### src/ppss_defs.vh
// Constants for the peripheral speed select block.
// Included by the design files; holds definitions only.
`ifndef PPSS_DEFS_VH
`define PPSS_DEFS_VH

// AXI4-Lite register map
`define PPSS_ADDR_W          4
`define PPSS_OFS_CTRL        4'h0
`define PPSS_OFS_STAT        4'h4

// Speed control field positions
`define PPSS_BIT_CORE        0
`define PPSS_BIT_T0          1
`define PPSS_BIT_T1          2
`define PPSS_BIT_T2          3
`define PPSS_BIT_SER         4
`define PPSS_BIT_PCA         5
`define PPSS_BIT_WDG         6
`define PPSS_CTRL_MASK       8'h7f
`define PPSS_CTRL_RESET      8'h00

// Oscillator periods per tick
`define PPSS_PER_STD         4'hc
`define PPSS_PER_FAST        4'h6
`define PPSS_PER_W           4
`define PPSS_CORE_LAST       3'h5

// Serial modes touched by the serial speed bit
`define PPSS_SER_MODE_SHIFT  2'h0
`define PPSS_SER_MODE_FIXED  2'h2

// AXI responses
`define PPSS_RESP_OKAY       2'h0
`define PPSS_RESP_SLVERR     2'h2

`endif

### src/ppss_speed_select.v
// Clock speed selection: core and peripheral tick strobes.
// Assumes clk is the oscillator input; AXI4-Lite master on same clock.
`timescale 1ns/1ps
`default_nettype none
`include "ppss_defs.vh"

module ppss_speed_select (
  input  wire        clk,
  input  wire        srst,
  input  wire [3:0]  s_axi_awaddr,
  input  wire        s_axi_awvalid,
  output wire        s_axi_awready,
  input  wire [31:0] s_axi_wdata,
  input  wire [3:0]  s_axi_wstrb,
  input  wire        s_axi_wvalid,
  output wire        s_axi_wready,
  output reg  [1:0]  s_axi_bresp,
  output reg         s_axi_bvalid,
  input  wire        s_axi_bready,
  input  wire [3:0]  s_axi_araddr,
  input  wire        s_axi_arvalid,
  output wire        s_axi_arready,
  output reg  [31:0] s_axi_rdata,
  output reg  [1:0]  s_axi_rresp,
  output reg         s_axi_rvalid,
  input  wire        s_axi_rready,
  input  wire [1:0]  serial_mode,
  output reg         core_phase_tick,
  output reg         core_double_speed,
  output wire        timer_zero_tick,
  output wire        timer_one_tick,
  output wire        timer_two_tick,
  output wire        serial_tick,
  output wire        counter_array_tick,
  output wire        watchdog_tick
);

  // ****************************************
  // Register slave
  // ****************************************
  reg  [7:0]  speed_select_control;
  reg         div2_phase;
  reg         aw_held;
  reg         w_held;
  reg  [3:0]  aw_addr;
  reg  [31:0] w_data;
  reg  [3:0]  w_strb;
  wire        do_write;

  assign s_axi_awready = !aw_held && !s_axi_bvalid;
  assign s_axi_wready  = !w_held && !s_axi_bvalid;
  assign s_axi_arready = !s_axi_rvalid;
  assign do_write      = aw_held && w_held;

  always @(posedge clk) begin
    if (srst) begin
      aw_held  <= 1'b0;
      w_held   <= 1'b0;
      aw_addr  <= 4'h0;
      w_data   <= 32'h0;
      w_strb   <= 4'h0;
      s_axi_bvalid <= 1'b0;
      s_axi_bresp  <= `PPSS_RESP_OKAY;
      speed_select_control <= `PPSS_CTRL_RESET;
    end else begin
      if (s_axi_awvalid && s_axi_awready) begin
        aw_held <= 1'b1;
        aw_addr <= s_axi_awaddr;
      end
      if (s_axi_wvalid && s_axi_wready) begin
        w_held <= 1'b1;
        w_data <= s_axi_wdata;
        w_strb <= s_axi_wstrb;
      end
      if (do_write) begin
        aw_held      <= 1'b0;
        w_held       <= 1'b0;
        s_axi_bvalid <= 1'b1;
        if (aw_addr == `PPSS_OFS_CTRL && w_strb[0]) begin
          speed_select_control <= w_data[7:0] & `PPSS_CTRL_MASK;
          s_axi_bresp <= `PPSS_RESP_OKAY;
        end else if (aw_addr == `PPSS_OFS_CTRL || aw_addr == `PPSS_OFS_STAT) begin
          s_axi_bresp <= `PPSS_RESP_OKAY;
        end else begin
          s_axi_bresp <= `PPSS_RESP_SLVERR;
        end
      end else if (s_axi_bvalid && s_axi_bready) begin
        s_axi_bvalid <= 1'b0;
      end
    end
  end

  always @(posedge clk) begin
    if (srst) begin
      s_axi_rvalid <= 1'b0;
      s_axi_rdata  <= 32'h0;
      s_axi_rresp  <= `PPSS_RESP_OKAY;
    end else if (s_axi_arvalid && s_axi_arready) begin
      s_axi_rvalid <= 1'b1;
      case (s_axi_araddr)
        `PPSS_OFS_CTRL: begin
          s_axi_rdata <= {24'h0, speed_select_control};
          s_axi_rresp <= `PPSS_RESP_OKAY;
        end
        `PPSS_OFS_STAT: begin
          s_axi_rdata <= {30'h0, div2_phase, core_double_speed};
          s_axi_rresp <= `PPSS_RESP_OKAY;
        end
        default: begin
          s_axi_rdata <= 32'h0;
          s_axi_rresp <= `PPSS_RESP_SLVERR;
        end
      endcase
    end else if (s_axi_rvalid && s_axi_rready) begin
      s_axi_rvalid <= 1'b0;
    end
  end

  // ****************************************
  // Core clock path
  // ****************************************
  reg  [2:0] core_count;
  wire [2:0] core_last;

  always @(posedge clk) begin
    if (srst) begin
      div2_phase <= 1'b0;
    end else begin
      div2_phase <= !div2_phase;
    end
  end

  always @(posedge clk) begin
    if (srst) begin
      core_double_speed <= 1'b0;
    end else if (!div2_phase) begin
      core_double_speed <= speed_select_control[`PPSS_BIT_CORE];
    end
  end

  // 12 periods standard, 6 periods double
  assign core_last = `PPSS_CORE_LAST;

  always @(posedge clk) begin
    if (srst) begin
      core_count      <= 3'h0;
      core_phase_tick <= 1'b0;
    end else if (!core_double_speed && !div2_phase) begin
      core_count      <= core_count;
      core_phase_tick <= 1'b0;
    end else if (core_count >= core_last) begin
      core_count      <= 3'h0;
      core_phase_tick <= 1'b1;
    end else begin
      core_count      <= core_count + 3'h1;
      core_phase_tick <= 1'b0;
    end
  end

  // ****************************************
  // Peripheral ticks
  // ****************************************
  wire [5:0] periph_sel;
  wire [5:0] periph_slow;
  wire [5:0] periph_tick;
  wire       serial_affected;

  assign serial_affected = (serial_mode == `PPSS_SER_MODE_SHIFT) ||
                           (serial_mode == `PPSS_SER_MODE_FIXED);

  assign periph_sel = {speed_select_control[`PPSS_BIT_WDG],
                       speed_select_control[`PPSS_BIT_PCA],
                       speed_select_control[`PPSS_BIT_SER] | !serial_affected,
                       speed_select_control[`PPSS_BIT_T2],
                       speed_select_control[`PPSS_BIT_T1],
                       speed_select_control[`PPSS_BIT_T0]};

  genvar gi;
  generate
    for (gi = 0; gi < 6; gi = gi + 1) begin : g_periph
      assign periph_slow[gi] = !core_double_speed || periph_sel[gi];
      ppss_tick_gen u_tick (
        .clk  (clk),
        .srst (srst),
        .slow (periph_slow[gi]),
        .tick (periph_tick[gi])
      );
    end
  endgenerate

  assign timer_zero_tick    = periph_tick[0];
  assign timer_one_tick     = periph_tick[1];
  assign timer_two_tick     = periph_tick[2];
  assign serial_tick        = periph_tick[3];
  assign counter_array_tick = periph_tick[4];
  assign watchdog_tick      = periph_tick[5];

endmodule
`default_nettype wire

### src/ppss_tick_gen.v
// One tick strobe generator with selectable period.
// Assumes one clock domain; a period change applies at once to the count in progress.
`timescale 1ns/1ps
`default_nettype none
`include "ppss_defs.vh"

module ppss_tick_gen (
  input  wire       clk,
  input  wire       srst,
  input  wire       slow,
  output reg        tick
);

  reg  [`PPSS_PER_W-1:0] count;
  wire [`PPSS_PER_W-1:0] last;

  assign last = slow ? (`PPSS_PER_STD - 4'h1) : (`PPSS_PER_FAST - 4'h1);

  always @(posedge clk) begin
    if (srst) begin
      count <= 4'h0;
      tick  <= 1'b0;
    end else if (count >= last) begin
      count <= 4'h0;
      tick  <= 1'b1;
    end else begin
      count <= count + 4'h1;
      tick  <= 1'b0;
    end
  end

endmodule
`default_nettype wire

### config.mk
export PLATFORM = sky130hd
export DESIGN_NAME = ppss_speed_select
export DESIGN_NICKNAME = d
export VERILOG_FILES = /design/src/ppss_speed_select.v /design/src/ppss_tick_gen.v
export VERILOG_INCLUDE_DIRS = /design/src
export SDC_FILE = /design/constraint.sdc
export NUM_CORES = 1
export LEC_CHECK = 0
export BUFFER_PORTS_ARGS = -buffer_cell sky130_fd_sc_hd__buf_2
export CAP_MARGIN = 20
export CORE_MARGIN = 3
export CORE_UTILIZATION = 40
export CTS_CLUSTER_SIZE = 10
export DETAILED_ROUTE_END_ITERATION = 6
export PLACE_DENSITY_LB_ADDON = 0.25
export RECOVER_POWER = 25
export SKIP_LAST_GASP = 1
export SYNTH_ARGS = -nofsm -noshare
export SYNTH_HDL_FRONTEND = slang
export SYNTH_SLANG_ARGS = --single-unit
### constraint.sdc
create_clock -name clk -period 2.32 [get_ports clk]
set_input_delay 0.696 -clock clk [delete_from_list [all_inputs] [get_ports clk]]
set_output_delay 0.696 -clock clk [all_outputs]
set_load 0.01 [all_outputs]
==> results.json <==
{
  "dr_wl_met2_mm": 2.515,
  "max-vdd-ir-drop_uv": 297.3,
  "outcome": "complete, no violations",
  "max_clock_freq_mhz": 509.4,
  "dp_hpwl_mm": 4.245,
  "slew_headroom": 0.5055,
  "avgViaCountPerCell": 4.666,
  "grt_pass1_wl_mm": 9.756,
  "clk_latency_ns": 0.34,
  "dr.max_layer_used": "met4",
  "grt_overflow": 0,
  "layout.nets": 466,
  "ys.flop_type": "dfxtp_1",
  "setup_violations": 0,
  "pre_cts_ws_ns": 0.02274,
  "r2r_slack_ns": 0.45,
  "area_growth_pct": 12.38,
  "slew_viol_final": 0,
  "finalWorstSetupSlack_ns": 0.3570,
  "core_area_um2": 7447,
  "cts_sinks": 68,
  "antenna_found_initial": 0,
  "fin_crit_sh": 0.8461,
  "post-synth-top-area-cell": "dfxtp_1",
  "met1_length_mm": 2.710,
  "required_ns": 2.60,
  "min_path_type": "reg -> reg",
  "p_leak_nw": 1.612,
  "post_cts_buffers": 0,
  "path_max_fanout": 3,
  "initial_core_util": 0.4234,
  "critPathKind": "in -> reg",
  "ys_top_cells_by_area": "dfxtp_1 (43%), ha_1 (10%), mux2i_1 (7.0%)",
  "n_antenna_cell": 0,
  "cp-end-kind": "flip-flop",
  "async_reset_ff_frac": 0,
  "synth_seq_area_share": 0.4317,
  "rsz0062_at_grt": "false",
  "die_w_um": 94.79,
  "startpoint_type": "input pin",
  "ys.warnings.count": 0,
  "wl_mm": 5.653,
  "fillers": 729,
  "dr_wl_met3_um": 337,
  "first_pass_iters": 4,
  "synth-seq-cells": 68,
  "io_pins": 102,
  "hold_viol_final": 0,
  "worstMarginPinSlew_ns": 0.7417,
  "final_common_cell": "dfxtp_1",
  "syn_avg_cell_area_um2": 9.356,
  "wl_per_cell_um": 11.51,
  "synth_top_area_frac": 0.4317,
  "cts_root_buf": "clkbuf_8",
  "cts.hold.buffers_added": 0,
  "cts.path.max_buffers": 2,
  "rows": 31,
  "grt_usage": 0.1388,
  "synth_edf_count": 0,
  "pwr_density_cell_nw_per_um2": 658.3,
  "drv_cap": 0,
  "dieArea_um2": 8984,
  "regArea_um2": 1361,
  "drive_gt1_frac": 0.1811,
  "grt_pass1_vias": 2136,
  "stdcell_count": 491,
  "portBuffers": 45,
  "dp_cells": 475,
  "ant_nets": 0,
  "cts_tree": "built",
  "post-route-drc-count": 0,
  "die_h_um": 94.79,
  "final_cell_mix": "dfxtp_1 (68), buf_2 (44), nor2_1 (42)",
  "yosysUniqueCellTypes": 35,
  "cts_resized": 0,
  "drt-initial-drc-count": 66,
  "worstPathArrival_ns": 2.24,
  "syn_area_um2": 3153,
  "grt_max_degree": 19,
  "numCtsBuffers": 9,
  "fin_tns_setup_ns": 0,
  "multi_input_area_um2": 1590,
  "syn-instance-count": 337,
  "gp_congestion": 0.7996,
  "skew_ns": 0.007386,
  "cts.clk_slew.worst_paths_ns": 0.07,
  "vias": 2291,
  "min_period_ns": 1.963,
  "cts_max_level": 3
}
==> worst max-delay path: stages <==
cell and delay, ns:
buf_2 0.10, or3b_2 0.45, inv_1 0.09, ha_1 0.25, a211oi_1 0.31, o21ai_0 0.21
nor2_1 0.13
==> metal layers <==
layer / track usage / up-vias
met5: 0 / -
met4: 0.07933 / 0
met3: 0.03347 / 11
met2: 0.2143 / 67
met1: 0.1761 / 1010
li1: - / 1203
==> report_power, final <==
part	switching [mW]	total [mW]	internal, mW
logic	0.126	0.226	0.100
registers	0.0501	1.27	1.22
clock network	0.426	0.835	0.409
==> flip-flops by register name, summed over array words and instances, names as in the netlist <==
signal                 flops
aw_addr                    4
core_double_speed          1
s_axi_rvalid               1
g_periph.u_tick.tick       6
core_count                 3
speed_select_control       7
s_axi_bvalid               1
core_phase_tick            1
w_held                     1
w_strb                     1
aw_held                    1
g_periph.u_tick.count     24
div2_phase                 1
s_axi_bresp                1
s_axi_rdata                7
w_data                     7
s_axi_rresp                1
==> per-stage QoR <==
step	util	power (mW)	cell area (um^2)	hold slack, ns
finish	0.4758	2.332	3543	0.4664
global route	0.4758	2.470	3543	0.4863
CTS	0.4765	2.369	3548	0.4682
detailed placement	0.4538	1.524	3379	0.4530
global placement	0.4538	1.518	3379	0.4479
floorplan	-	1.488	3251	0.4297
==> cell type report <==
type / count / area share
inverter: 11 / 0.01165
multi-input combinational: 247 / 0.4488
sequential: 68 / 0.3842
tap: 99 / 0.03496
clock inverter: 5 / 0.007768
timing repair buffer: 50 / 0.07274
clock buffer: 11 / 0.03990
==> cell families (layout without fill, tap and decap cells) <==
group                    Yosys count  after routing  synth area share
AO/OA/AOI/OAI                     48             48           0.08810
multiplexers                      22             22           0.06984
adder cells (fa/ha/maj)           26             26            0.1032
XOR/XNOR                          12             12           0.03333
AND/OR/NAND/NOR                  112            112            0.1778
flip-flops                        68             68            0.4317
buffers and inverters             48             77           0.09484
other                              1             27          0.001189
==> path summary, 6_finish.rpt <==
| check | startpoint | to | cells past startpoint |
|---|---|---|---|
| worst max-delay path | serial_mode[0] | g_periph[3].u_tick.count[2] | 7 |
| worst min register to register | w_data[6] | speed_select_control[6] | 2 |
| worst max register to register | speed_select_control[4] | g_periph[3].u_tick.count[2] | 6 |
| worst min-delay path | w_data[6] | speed_select_control[6] | 2 |
==> synth_stat cells (2+ instances only) <==
cell type	number
dfxtp_1	68
buf_4	29
a211oi_1	6
a32o_1	2
xnor2_1	6
nor3b_1	2
or3_1	2
mux2i_1	22
inv_1	11
nand2b_1	7
or2_2	5
nand2_1	28
nand4b_1	5
nand3_1	6
and3_1	6
ha_1	26
xor2_1	6
a21oi_1	30
nor2_1	42
buf_2	8
o21ai_0	6
(Power assumes the default switching activity.)
